$ cat src/kpi_pkg.sv
// Function
// - Eight pin inputs, own enables, one mask
// - Pin enable also switches on pullup
// - Latch when enabled pins fall after all high
// - Edge mode ignores edge while another pin low
// - Level mode requests while any enabled pin low
// - Select bit picks edge or edge-plus-level
// - Level mode clears after acknowledge and pins high
// - Vector fetch or acknowledge write clears request
// - New falling edge after acknowledge latches again
// - Serviced request uses vector at FFE0/FFE1
// - Edge mode acknowledge clears request at once
// - Reset clears request and select bit
// - Pending flag ignores the mask
// - Pin enable forces input over direction bit; data register reads still follow the direction bit
// - Active in wait/stop, unmasked request wakes
// - Break state ignores acknowledge unless enabled
// - Acknowledge bit write-only, reads zero
// - Reset clears all pin enable bits
package kpi_pkg;

  localparam logic [7:0] KEYPAD_STATUS_CONTROL_REG = 8'h00;
  localparam logic [7:0] KEYPAD_ENABLE_REG = 8'h04;
  localparam logic [7:0] PORT_A_DIRECTION_REG = 8'h08;
  localparam logic [7:0] PORT_A_DATA_REG = 8'h0C;
  localparam logic [7:0] BREAK_FLAG_CONTROL_REG = 8'h10;

  localparam int MODE_BIT = 0;
  localparam int MASK_BIT = 1;
  localparam int ACK_BIT = 2;
  localparam int PEND_BIT = 3;
  localparam int BREAK_CLEAR_ENABLE_BIT = 0;

  localparam logic [7:0] ENABLE_RESET = 8'h00;
  localparam logic [7:0] DIRECTION_RESET = 8'h00;
  localparam logic [7:0] DATA_RESET = 8'h00;
  localparam logic [7:0] SYNC_RESET = 8'hFF;

  localparam logic [15:0] KEYPAD_VECTOR_ADDR = 16'hFFE0;

  localparam logic [1:0] HTRANS_NONSEQ = 2'h2;

  typedef enum logic [1:0] {
    PH_IDLE,
    PH_WRITE,
    PH_READ_WAIT,
    PH_READ_DONE
  } kpi_phase_t;

endpackage

$ cat src/kpi_top.sv
// Design decisions made here: the address map and the AHB-Lite interface to the registers.
`timescale 1ns/1ps
module kpi_top #(
  parameter int PINS = 8
) (
  input wire logic hclk,
  input wire logic hresetn,
  input wire logic hsel,
  input wire logic [31:0] haddr,
  input wire logic [1:0] htrans,
  input wire logic hwrite,
  input wire logic [2:0] hsize,
  input wire logic [31:0] hwdata,
  input wire logic hready,
  output logic hreadyout,
  output logic hresp,
  output logic [31:0] hrdata,
  input wire logic [PINS-1:0] port_a_pins_in,
  output logic [PINS-1:0] port_a_pins_out,
  output logic [PINS-1:0] port_a_pins_oe,
  output logic [PINS-1:0] port_a_pullup_en,
  input wire logic vector_fetch,
  input wire logic break_state,
  output logic irq_request,
  output logic wake_request,
  output logic keypad_pending_flag,
  output logic [15:0] irq_vector_addr
);

  typedef struct packed {
    kpi_pkg::kpi_phase_t phase;
    logic [7:0] addr;
    logic [31:0] rdata;
    logic trigger_sensitivity_select;
    logic keypad_request_mask;
    logic break_clear_enable;
    logic [PINS-1:0] pin_irq_enable_bits;
    logic [PINS-1:0] direction;
    logic [PINS-1:0] dout;
    logic [PINS-1:0] sync1;
    logic [PINS-1:0] sync2;
    logic [PINS-1:0] sync3;
    logic [PINS-1:0] filt;
    logic all_high_prev;
    logic latch;
    logic ack_seen;
  } kpi_state_t;

  kpi_state_t st_r;
  kpi_state_t st_nxt;

  logic addr_phase;
  logic sw_ack;
  logic ack;
  logic any_low;
  logic all_high;
  logic fall_edge;
  logic [PINS-1:0] pin_level;
  logic [31:0] rd_mux;

  always_comb begin
    all_high = &(st_r.filt | ~st_r.pin_irq_enable_bits);
    any_low = ~all_high;
    fall_edge = st_r.all_high_prev & any_low;
  end

  assign addr_phase = hsel & hready & (htrans == kpi_pkg::HTRANS_NONSEQ);

  assign sw_ack = (st_r.phase == kpi_pkg::PH_WRITE)
    & (st_r.addr == kpi_pkg::KEYPAD_STATUS_CONTROL_REG)
    & hwdata[kpi_pkg::ACK_BIT]
    & (~break_state | st_r.break_clear_enable);

  assign ack = vector_fetch | sw_ack;

  // Readable pin level needs direction 0
  assign pin_level = (st_r.filt & ~st_r.direction)
    | (st_r.dout & st_r.direction);

  always_comb begin
    rd_mux = 32'h0000_0000;
    unique case (st_r.addr)
      kpi_pkg::KEYPAD_STATUS_CONTROL_REG: begin
        rd_mux[kpi_pkg::PEND_BIT] = st_r.latch;
        rd_mux[kpi_pkg::MASK_BIT] = st_r.keypad_request_mask;
        rd_mux[kpi_pkg::MODE_BIT] = st_r.trigger_sensitivity_select;
      end
      kpi_pkg::KEYPAD_ENABLE_REG: begin
        rd_mux[PINS-1:0] = st_r.pin_irq_enable_bits;
      end
      kpi_pkg::PORT_A_DIRECTION_REG: begin
        rd_mux[PINS-1:0] = st_r.direction;
      end
      kpi_pkg::PORT_A_DATA_REG: begin
        rd_mux[PINS-1:0] = pin_level;
      end
      kpi_pkg::BREAK_FLAG_CONTROL_REG: begin
        rd_mux[kpi_pkg::BREAK_CLEAR_ENABLE_BIT] = st_r.break_clear_enable;
      end
      default: begin
        rd_mux = 32'h0000_0000;
      end
    endcase
  end

  always_comb begin
    st_nxt = st_r;
    st_nxt.sync1 = port_a_pins_in;
    st_nxt.sync2 = st_r.sync1;
    st_nxt.sync3 = st_r.sync2;
    for (int i = 0; i < PINS; i++) begin
      if (st_r.sync2[i] == st_r.sync3[i]) begin
        st_nxt.filt[i] = st_r.sync3[i];
      end
    end
    st_nxt.all_high_prev = all_high;

    unique case (st_r.phase)
      kpi_pkg::PH_IDLE: begin
      end
      kpi_pkg::PH_WRITE: begin
        unique case (st_r.addr)
          kpi_pkg::KEYPAD_STATUS_CONTROL_REG: begin
            st_nxt.trigger_sensitivity_select = hwdata[kpi_pkg::MODE_BIT];
            st_nxt.keypad_request_mask = hwdata[kpi_pkg::MASK_BIT];
          end
          kpi_pkg::KEYPAD_ENABLE_REG: begin
            st_nxt.pin_irq_enable_bits = hwdata[PINS-1:0];
          end
          kpi_pkg::PORT_A_DIRECTION_REG: begin
            st_nxt.direction = hwdata[PINS-1:0];
          end
          kpi_pkg::PORT_A_DATA_REG: begin
            st_nxt.dout = hwdata[PINS-1:0];
          end
          kpi_pkg::BREAK_FLAG_CONTROL_REG: begin
            st_nxt.break_clear_enable = hwdata[kpi_pkg::BREAK_CLEAR_ENABLE_BIT];
          end
          default: begin
          end
        endcase
      end
      kpi_pkg::PH_READ_WAIT: begin
        st_nxt.rdata = rd_mux;
      end
      kpi_pkg::PH_READ_DONE: begin
      end
    endcase

    if (st_r.phase == kpi_pkg::PH_READ_WAIT) begin
      st_nxt.phase = kpi_pkg::PH_READ_DONE;
    end else if (addr_phase) begin
      st_nxt.addr = {haddr[7:2], 2'b00};
      st_nxt.phase = hwrite ? kpi_pkg::PH_WRITE : kpi_pkg::PH_READ_WAIT;
    end else begin
      st_nxt.phase = kpi_pkg::PH_IDLE;
    end

    if (!st_r.trigger_sensitivity_select) begin
      st_nxt.ack_seen = 1'b0;
      if (ack) begin
        st_nxt.latch = 1'b0;
      end
      // Edge after all high sets, wins over clear
      if (fall_edge) begin
        st_nxt.latch = 1'b1;
      end
    end else begin
      st_nxt.latch = st_r.latch | fall_edge | any_low;
      // Clear needs acknowledge and all high
      st_nxt.ack_seen = st_r.ack_seen | (ack & st_r.latch);
      if (st_nxt.ack_seen && all_high) begin
        st_nxt.latch = 1'b0;
        st_nxt.ack_seen = 1'b0;
      end
    end
  end

  // Reset clears request, select and enables
  always_ff @(posedge hclk or negedge hresetn) begin
    if (!hresetn) begin
      st_r.phase <= kpi_pkg::PH_IDLE;
      st_r.addr <= 8'h00;
      st_r.rdata <= 32'h0000_0000;
      st_r.trigger_sensitivity_select <= 1'b0;
      st_r.keypad_request_mask <= 1'b0;
      st_r.break_clear_enable <= 1'b0;
      st_r.pin_irq_enable_bits <= kpi_pkg::ENABLE_RESET;
      st_r.direction <= kpi_pkg::DIRECTION_RESET;
      st_r.dout <= kpi_pkg::DATA_RESET;
      st_r.sync1 <= kpi_pkg::SYNC_RESET;
      st_r.sync2 <= kpi_pkg::SYNC_RESET;
      st_r.sync3 <= kpi_pkg::SYNC_RESET;
      st_r.filt <= kpi_pkg::SYNC_RESET;
      st_r.all_high_prev <= 1'b1;
      st_r.latch <= 1'b0;
      st_r.ack_seen <= 1'b0;
    end else begin
      st_r <= st_nxt;
    end
  end

  assign hreadyout = (st_r.phase != kpi_pkg::PH_READ_WAIT);
  assign hresp = 1'b0;
  assign hrdata = st_r.rdata;

  assign port_a_pins_out = st_r.dout;
  assign port_a_pins_oe = st_r.direction & ~st_r.pin_irq_enable_bits;
  assign port_a_pullup_en = st_r.pin_irq_enable_bits;
  assign keypad_pending_flag = st_r.latch;
  assign irq_request = st_r.latch & ~st_r.keypad_request_mask;
  // Unmasked request wakes from wait or stop
  assign wake_request = st_r.latch & ~st_r.keypad_request_mask;
  assign irq_vector_addr = kpi_pkg::KEYPAD_VECTOR_ADDR;
endmodule

$ cat config.mk
export PLATFORM = sky130hd
export DESIGN_NAME = kpi_top
export DESIGN_NICKNAME = d
export VERILOG_FILES = /design/src/kpi_pkg.sv /design/src/kpi_top.sv
export SDC_FILE = /design/constraint.sdc
export NUM_CORES = 1
export LEC_CHECK = 0
export BUFFER_PORTS_ARGS = -buffer_cell sky130_fd_sc_hd__buf_2
export CORE_ASPECT_RATIO = 0.6
export CORE_UTILIZATION = 48
export DETAILED_ROUTE_END_ITERATION = 12
export PLACE_DENSITY = 0.8
export SLEW_MARGIN = 20
export SYNTH_ARGS = -nofsm -noshare
export SYNTH_HDL_FRONTEND = slang
export SYNTH_SLANG_ARGS = --single-unit
$ cat constraint.sdc
create_clock -name hclk -period 2.24 [get_ports hclk]
set_input_delay 0.112 -clock hclk [delete_from_list [all_inputs] [get_ports hclk]]
set_output_delay 0.112 -clock hclk [all_outputs]
set_load 0.01 [all_outputs]
Word level (Yosys, flattened, before mapping)
Cells that the tools add are included.
- flip-flop bits (word level): 78
- memory bits (writable): 0
- memories kept: 0
- latch bits: 0
- bits of input ports: 84
- output and inout bits: 77
- memory bits (read-only): 0
- multiplexer cells: 12
- order comparisons: 0
- reductions and logical operators: 10
- shift-type cells: 0
- bitwise logic cells: 24
- multiply operators: 0
- $add $sub $neg: 0
- divide/modulo/power cells: 0
- eq/ne operators: 16
- operator list (cell ; number):
    bitwise AND 8 bit ; 3
    inverter 8 bit ; 2
    OR 8 bit ; 2
    equality test 6 x 2 -> 1 bit, second input constant ; 2
    one-hot mux 4 bit (3 select lines) ; 1
    AND reduction 2 bit ; 6
    2-to-1 mux 2 bit ; 5
    bitwise AND 1 bit ; 8
    equality test 1 bit ; 8
    logical NOT 8 bit ; 1
    one-hot mux 1 bit (4 select lines) ; 2
    AND reduction 8 bit ; 1
    equality test 6 x 1 -> 1 bit, second input constant ; 1
    equality test 6 x 3 -> 1 bit, second input constant ; 1
    OR 1 bit ; 5
    one-hot mux 1 bit (5 select lines) ; 1
    equality test 2 bit, second input constant ; 2
    inverter 1 bit ; 4
    one-hot mux 1 bit (3 select lines) ; 1
    nonzero test 3 bit ; 1
    equality test 2 x 1 -> 1 bit, second input constant ; 1
    2-to-1 mux 1 bit ; 2
    != test 2 bit, second input constant ; 1
    logical AND 1 bit ; 1

Depth between registers and ports, before layout
Gate-level depths: netlist of run 1.
- depth in word-level cells: 10
- depth in mapped cells: 6

Least setup slack after synthesis of run 1
No wires, ideal clock.
- kind: reg-to-reg
- start point: register st_r[101] in the netlist's numbering
- end point: register st_r[43] in the netlist's numbering
- clock period less this slack: 1.645 ns
- setup time: 0.125 ns
- buffers on the path: 1
- data required time: 2.115 ns
- arrival time: 1.520 ns
- path slack: 0.595 ns
- stages on the path, launching flop included: 6
- path through: dfrtp_1 -> nor4_4 -> and3b_1 -> buf_6 -> nand3b_4 -> mux2_4
- cells in the longest elaborated chain, start to end: 2
- RTL lines (what ; line ; RTL):
    from (decl) ; kpi_top.sv:49 ; kpi_state_t st_r;
    from (signal assigned) ; kpi_top.sv:199 ; st_r <= st_nxt;
    equality test 6 x 2 -> 1 bit ; kpi_top.sv:122 ; unique case (st_r.addr)
    AND reduction 2 bit (no line) ; n/a ;
Every way passes these cells.
A chain may end at the register's enable or synchronous reset.

Worst setup path in the final report of run 1
- start point: register st_r[101] in the netlist's numbering
- end point: register st_r (netlist bit port_a_pins_out[3])
The elaborated chain is that of the path after synthesis.

==> metrics, run 1 <==
Max clock buf depth 2; Placed Cells 440; leading cell types in the layout, fill and taps excluded buf_2, dfrtp_1, conb_1; CP Data Arrival Time 2170 ps; P_leak 2.05 nW; DRT Wirelength 6.92 mm; slew at the pin closest to its max-slew limit 945 ps; total grt overflow 0; post-synthesis cell type count 36; Max Cap Violations 0; DRT iter0 DRCs 147; Wirelength per Cell 14.8 um; Worst-path clk slew 50 ps; Tcrit/Tclk final 0.870; Setup TNS Final 0 ps; final hold vios 0; Pre-antenna DRT Iters 4; largest family of logic cells by synthesized area buffers and inverters; buffers added on ports 66; vias in the first global route ~2100; Non-Filler Instances 468; Post-DRT Antenna Nets 0; mux cell area share after synthesis 0.131; layout cell share with drive strength beyond 1 0.412; DR vias 2231; kind of critical path register to register; std cell rows 24; GPL Wtd Cong 0.766; initial antenna violation count 0; Die Y between 70 and 80 um; compound-gate portion of the synthesized area 0.0637; CTS sink cnt roughly 80; area delta synth->final 13.6%; GRT Total Usage 0.183; Simple-Gate Fraction of Synth Area 0.0934; Final setup viols 0; yosys warns 0; worst hold path type primary input to register; H-tree lvl count 3; Crit path required time 2460 ps; Max FO, Critical Path 8; die area 0.00818 mm2; first-pass GRT wire length between 10 and 15 mm; commonest non-fill, non-tap cell in the layout buf_2; IO Count 161; final hold slack approximately 13 ps; root buffer cell clkbuf_16; flops & latches, synth 78; Vias/cell 4.77; largest net degree at the start of global routing just under 80; max-slew violation count 0; # DRC 0; CORE AREA between 0.007 and 0.008 mm2; Slew headroom 0.370; Worst Setup Start Kind register; Die Wd 116 um; Post-Syn Instances 301; RSZ-0062 raised after global routing false; VDD IR max 0.492 mV; Final Skew 4.92 ps; FMAX 513 MHz; fillers 637; total power 0.00520 W; Post-Syn Area 0.00375 mm2; run status complete, no violations; Avg Cell Area, Syn 12.5 um2; PwrDens 1220 mW/mm2; # diodes 0; total CTS buffers 9; adder-cell area share of the yosys netlist 0.0214; Initial Utilization 0.506; clock period minus worst slack 1950 ps; Nets 443; TritonCTS clock tree yes; Critical Path End Type register; DPL Wire Length 4.85 mm; sequential area share after synthesis 0.532; Post-Synth XOR/XNOR Area 0; Worst-Skew Late Latency 330 ps
layer usage:
metal	vias up	wire length, um	GRT usage
met4	0	31	0.0556
met2	73	2960	0.249
li1	1042	-	-
met5	-	0	0
met3	6	437	0.0651
met1	1110	3490	0.269
flip-flops by register name (all words and copies together) (netlist names):
signal,count
st_r,37
st_nxt,16
hrdata,8
port_a_pins_out,8
port_a_pullup_en,8
keypad_pending_flag,1
worst paths after layout:
kind,startpoint,endpoint,slack (ps),depth (start not counted)
max,st_r[101],port_a_pins_out[3],290,4
min,haddr[4],st_r[98],10,2
max reg2reg,st_r[101],port_a_pins_out[3],290,4
min reg2reg,st_nxt[20],st_nxt[12],350,0
max in group asynchronous,hresetn,port_a_pullup_en[4],1150,2
min in group asynchronous,hresetn,port_a_pins_out[5],480,2
stage by stage:
| stage | area [um2] | utilization | setup slack (ps) |
|---|---|---|---|
| after global placement | 3840 | 0.518 | 332 |
| final | 4260 | 0.574 | 291 |
| after global routing | 4260 | 0.574 | 194 |
| after detailed placement | 3840 | 0.518 | 305 |
| after CTS | 4260 | 0.574 | 288 |
| after floorplan | 3900 | - | 595 |
cell families after synthesis:
kind of cell / Yosys count
compound gates: 37
simple gates: 54
mux: 36
buf+inv: 86
flops: 78
other cells: 2
fa+ha+maj: 8
synthesized netlist by cell type:
library cell  count  area share
a2111oi_0         1      0.0023
a21oi_1           5      0.0067
a32oi_1           7       0.016
and3b_1           2      0.0047
buf_4            67        0.13
buf_6             2      0.0060
clkbuf_1          4      0.0040
conb_1            2      0.0020
dfrtp_1          45        0.30
dfstp_2          33        0.23
inv_1            12       0.012
inv_2             1      0.0010
maj3_1            8       0.021
mux2_1            3      0.0090
mux2_2            5       0.015
mux2_4           24       0.096
mux2i_1           4       0.011
nand2_1          17       0.017
nand2b_1          5      0.0083
nand3_4           2      0.0093
nand3b_1          2      0.0040
nand3b_4          1      0.0053
nand4b_1          1      0.0023
nor2_1            8      0.0080
nor2b_1          10       0.017
nor4_1            1      0.0017
nor4_4            1      0.0057
nor4b_1           2      0.0047
nor4b_2           1      0.0040
o2111ai_1         1      0.0023
o211ai_1          1      0.0020
o21ai_0           3      0.0040
o21ai_1           9       0.012
o22ai_1           8       0.013
o41ai_1           2      0.0047
or2_2             1      0.0017
where the power goes:
group | internal, W | total, W | switching [W]
sequential | 0.00182 | 0.00224 | 0.000419
combinational | 0.000790 | 0.00152 | 0.000726
clock | 0.000925 | 0.00144 | 0.000520
total | 0.00353 | 0.00520 | 0.00166
critical path: stages, from the launching register on:
cell	delay (ps)
dfrtp_1	430
nor4_4	370
and3b_1	410
nand3_4	250
mux2_4	370
final cells by class:
| class | count | area [um2] | share of cell area |
|---|---|---|---|
| Clock buffer | 15 | 268 | 0.0629 |
| Tap cell | 104 | 130 | 0.0306 |
| Multi-Input combinational cell | 176 | 1310 | 0.308 |
| Clock inverter | 1 | 30.0 | 0.00705 |
| Sequential cell | 78 | 1990 | 0.468 |
| Inverter | 13 | 48.8 | 0.0115 |
| Timing Repair Buffer | 81 | 475 | 0.112 |
repair_timing:
item	4_1_cts	5_1_grt
resized for setup	0	0
endpoints found under the hold margin	56	0
setup buffers	0	0
hold buffers	12	0
(Power assumes the default switching activity.)
==> inputs of run 2 (changes only) <==
==> constraint.sdc (replaced) <==
create_clock -name hclk -period 2.24 [get_ports hclk]
set_input_delay 0.672 -clock hclk [delete_from_list [all_inputs] [get_ports hclk]]
set_output_delay 0.672 -clock hclk [all_outputs]
set_load 0.01 [all_outputs]
==> metrics, run 2 (synthesis gave the netlist of run 1 again) <==
combinational power share 0.295; max reg flops 37; buffers added on ports 66; Max clock buf depth 2; cell family with most CP delay flip-flops; hold buffer count at CTS 0; CP max-delay cell dfrtp_1; VDD IR max between 0.4 and 0.5 mV; DR vias 2188; die area 0.00818 mm2; Setup TNS Final 0 ps; Crit path required time 1570 ps; PwrDens 1240 mW/mm2; RSZ-0062 raised after global routing false; run status complete, no violations; Int Power between 0.003 and 0.004 W; final hold vios 0; initial antenna violation count 0; Vias/cell 4.77; PnR worst setup slack 266 ps; root buffer cell clkbuf_16; layout cell share with drive strength beyond 1 0.439; max-slew violation count 0; kind of critical path register to output port; Die Wd 116 um; TritonCTS clock tree yes; slew at the pin closest to its max-slew limit 636 ps; first-pass GRT wire length ~11 mm; worst slack, placed 291 ps; H-tree lvl count 3; Final Skew 3.23 ps; Die Y roughly 70 um; Final setup viols 0; crit path buf inv count 2; # diodes 0; Post-DRT Antenna Nets 0; Tcrit/Tclk final 0.881; largest net degree at the start of global routing 37; Nets ~430; GRT Total Usage 0.188; clock period minus worst slack 1970 ps; worst hold path type primary input to asynchronous set/reset pin; Worst-Skew Late Latency 330 ps; worst path cell trace nor2b_1, inv_2, buf_2; Max FO, Critical Path 12; std cell rows 24; DRT iter0 DRCs 126; total grt overflow 0; Top reg by flops st_r; Max Cap Violations 0; Clock power frac 0.274; area delta synth->final 11.2%; commonest non-fill, non-tap cell in the layout buf_2; Slew headroom 0.576; CTS sink cnt approximately 80; # Post-CTS Setup Buffers 0; fin util 0.562; critical path's largest stage delay roughly 400 ps; Initial Utilization 0.506; Worst-path clk slew 60 ps; vias in the first global route roughly 2000; leading cell types in the layout, fill and taps excluded buf_2, dfrtp_1, conb_1; DPL Wire Length 5.04 mm; DRT Wirelength around 7 mm; FMAX between 500 and 600 MHz; CORE AREA 0.00742 mm2; Wirelength per Cell 15.0 um; sw frac 0.326; portion of total power attributed to sequential cells 0.430; # DRC 0; Psw around 0.0017 W; P_leak 2.02 nW; Critical Path End Type output port; CP Data Arrival Time between 1000 and 1500 ps; Pre-antenna DRT Iters 4; GPL Wtd Cong 0.764; total CTS buffers 9; # resized after CTS 0; Worst Setup Start Kind register; IO Count roughly 160; fillers ~640
[run 2: changes by cell type in the layout (fill, tap and decap cells not counted), sizes merged]
cell / change
buf: +3
clkbuf: -4
clkinv: +4
dlygate4sd3: -12
[run 2: area by class of cell]
cell class / instances / area, um2 / area share
inverter: 13 / 48.8 / 0.0117
clock buffer: 11 / 243 / 0.0582
sequential: 78 / 1990 / 0.478
clock inverter: 5 / 50.0 / 0.0120
multi-input combinational: 176 / 1310 / 0.315
tap: 104 / 130 / 0.0312
timing repair buffer: 72 / 390 / 0.0936
[run 2: worst reg2reg max path: cells and delay by family (launching register included)]
kind / cells / cell delay, ps
muxes: 1 / 360
DFF: 1 / 440
and+or+nand+nor: 3 / 1040
[run 2: final timing paths]
kind                                       end  cells past startpoint  startpoint  slack [ps]
min in group hclk                   st_nxt[16]                      0  st_nxt[24]         350
hold reg to reg                     st_nxt[16]                      0  st_nxt[24]         350
max in group asynchronous             st_r[96]                      2     hresetn        1360
hold / removal                       hrdata[6]                      1     hresetn         290
setup reg to reg           port_a_pullup_en[0]                      4   st_r[101]         280
setup / recovery                     hreadyout                      3   st_r[103]         270
[run 2: routing by layer]
metal / routed length (um) / track usage
met5: 0 / 0
met4: 86 / 0.0470
met3: 581 / 0.0990
met2: 2900 / 0.233
met1: 3320 / 0.279
[run 2: metrics by stage]
| step | hold WS (ps) | area, um2 | instances | power [W] |
|---|---|---|---|---|
| after floorplan | 345 | 3900 | 340 | 0.00346 |
| after global placement | 346 | 3880 | 443 | 0.00369 |
| after detailed placement | 347 | 3880 | 443 | 0.00376 |
| after CTS | 300 | 4170 | 459 | 0.00521 |
| after global routing | 323 | 4170 | 459 | 0.00547 |
| final | 290 | 4170 | 459 | 0.00517 |
[run 2: power by group through the flow]
stage / combinational, W / clock (W) / sequential, W
after floorplan: 0.00136 / 0 / 0.00209
after global placement: 0.00147 / 0 / 0.00221
after detailed placement: 0.00152 / 0 / 0.00224
after CTS: 0.00153 / 0.00146 / 0.00222
after global routing: 0.00168 / 0.00151 / 0.00229
final: 0.00153 / 0.00142 / 0.00222
==> inputs of run 3 (changes only) <==
Clock period 2.24 ns to 1.9 ns, I/O delays scaled along.
==> metrics, run 3 (synthesis gave the netlist of run 1 again) <==
DPL Wire Length 5.34 mm; Non-Filler Instances 463; total grt overflow 0; Pre-antenna DRT Iters 4; root buffer cell clkbuf_16; DR vias 2197; worst hold path type primary input to asynchronous set/reset pin; TritonCTS clock tree yes; fillers 643; Max clock buf depth 2; commonest non-fill, non-tap cell in the layout buf_2; worst path cell trace nor4_4, and3b_2, nand3_4, mux2_4; final hold vios 0; Final Skew about 6.7 ps; Max Cap Violations 0; CTS sink cnt 78; CORE AREA roughly 0.0074 mm2; DRT Wirelength roughly 7.2 mm; # diodes 0; # DRC 0; H-tree lvl count 3; Tcrit/Tclk final 0.932; Wirelength per Cell roughly 15 um; clock period minus worst slack 1770 ps; die area approximately 0.0082 mm2; hold buffer count at CTS 0; CP Data Arrival Time 1980 ps; Worst-Skew Late Latency around 330 ps; area delta synth->final 11.5%; Vias/cell 4.75; GPL Wtd Cong roughly 0.8; first-pass GRT wire length 11.6 mm; Critical Path End Type register; initial antenna violation count 0; cell family with most CP delay simple AND/OR/NAND/NOR gates; CP max-delay cell dfrtp_1; kind of critical path register to register; max-slew violation count 0; Worst Setup Start Kind register; std cell rows 24; Top reg by flops st_r; critical path's largest stage delay 410 ps; Initial Utilization 0.506; run status complete, no violations; Final setup viols 0; vias in the first global route 2212; leading cell types in the layout, fill and taps excluded buf_2, dfrtp_1, conb_1; Worst-path clk slew 60 ps; Crit path required time 2110 ps; Final Instance Area 0.00418 mm2; layout cell share with drive strength beyond 1 0.440; fin util 0.564; DRT iter0 DRCs 111; FMAX 565 MHz; IO Count 161; Die Y 70.5 um; Max FO, Critical Path 8; RSZ-0062 raised after global routing false; VDD IR max 0.555 mV; P_leak a little over 2 nW; placed cell area about 0.004 mm2; max reg flops 37; GRT Total Usage 0.196; Placed Cells 447; Nets 438; buffers added on ports 66; Die Wd 116 um; total CTS buffers 9; Post-DRT Antenna Nets 0; # Post-CTS Setup Buffers 0; largest net degree at the start of global routing 33; Setup TNS Final 0 ps; crit path buf inv count 0; PwrDens around 1400 mW/mm2; # resized after CTS 0
## run 3: worst paths after layout
| kind | start | to | slack, ps | cells after the start |
|---|---|---|---|---|
| min in group hclk | port_a_pins_in[3] | st_nxt[22] | 340 | 1 |
| max in group asynchronous | hresetn | st_r[48] | 1110 | 2 |
| worst max-delay path | st_r[101] | port_a_pullup_en[4] | 130 | 4 |
| worst min-delay path | hresetn | hrdata[6] | 170 | 1 |
| worst max register to register | st_r[101] | port_a_pullup_en[4] | 130 | 4 |
| worst min register to register | st_nxt[20] | st_nxt[12] | 350 | 0 |
## run 3: report_power, final
group	leakage, nW	internal (W)	switching, W
clock	0.134	0.000955	0.000598
sequential	0.893	0.00214	0.000465
combinational	1.00	0.000954	0.000905
total	2.03	0.00405	0.00197
## run 3: final cells by class
| type | instances | area (um2) | share of cell area |
|---|---|---|---|
| sequential | 78 | 1990 | 0.477 |
| clock buffer | 15 | 268 | 0.0641 |
| tap | 104 | 130 | 0.0311 |
| timing repair buffer | 76 | 420 | 0.101 |
| multi-input combinational | 176 | 1320 | 0.315 |
| clock inverter | 1 | 5.00 | 0.00120 |
| inverter | 13 | 48.8 | 0.0117 |
## run 3: worst register-to-register path, cell delays in order, from the launching register on
cell and delay [ps]:
dfrtp_1 410, nor4_4 300, and3b_2 340, nand3_4 240
mux2_4 360
## run 3: metrics by stage
step	power [W]	hold WS, ps	setup WS [ps]
2_1_floorplan	0.00407	274	255
3_3_place_gp	0.00439	345	101
3_5_place_dp	0.00448	347	46.6
4_1_cts	0.00608	178	13.1
5_1_grt	0.00639	192	31.9
6_report	0.00602	169	129
## run 3: per-layer routing
layer	vias up	GRT usage	wire, um
li1	1028	-	-
met1	1089	0.281	3490
met2	73	0.283	3190
met3	7	0.0668	423
met4	0	0.0513	63
met5	-	0	0
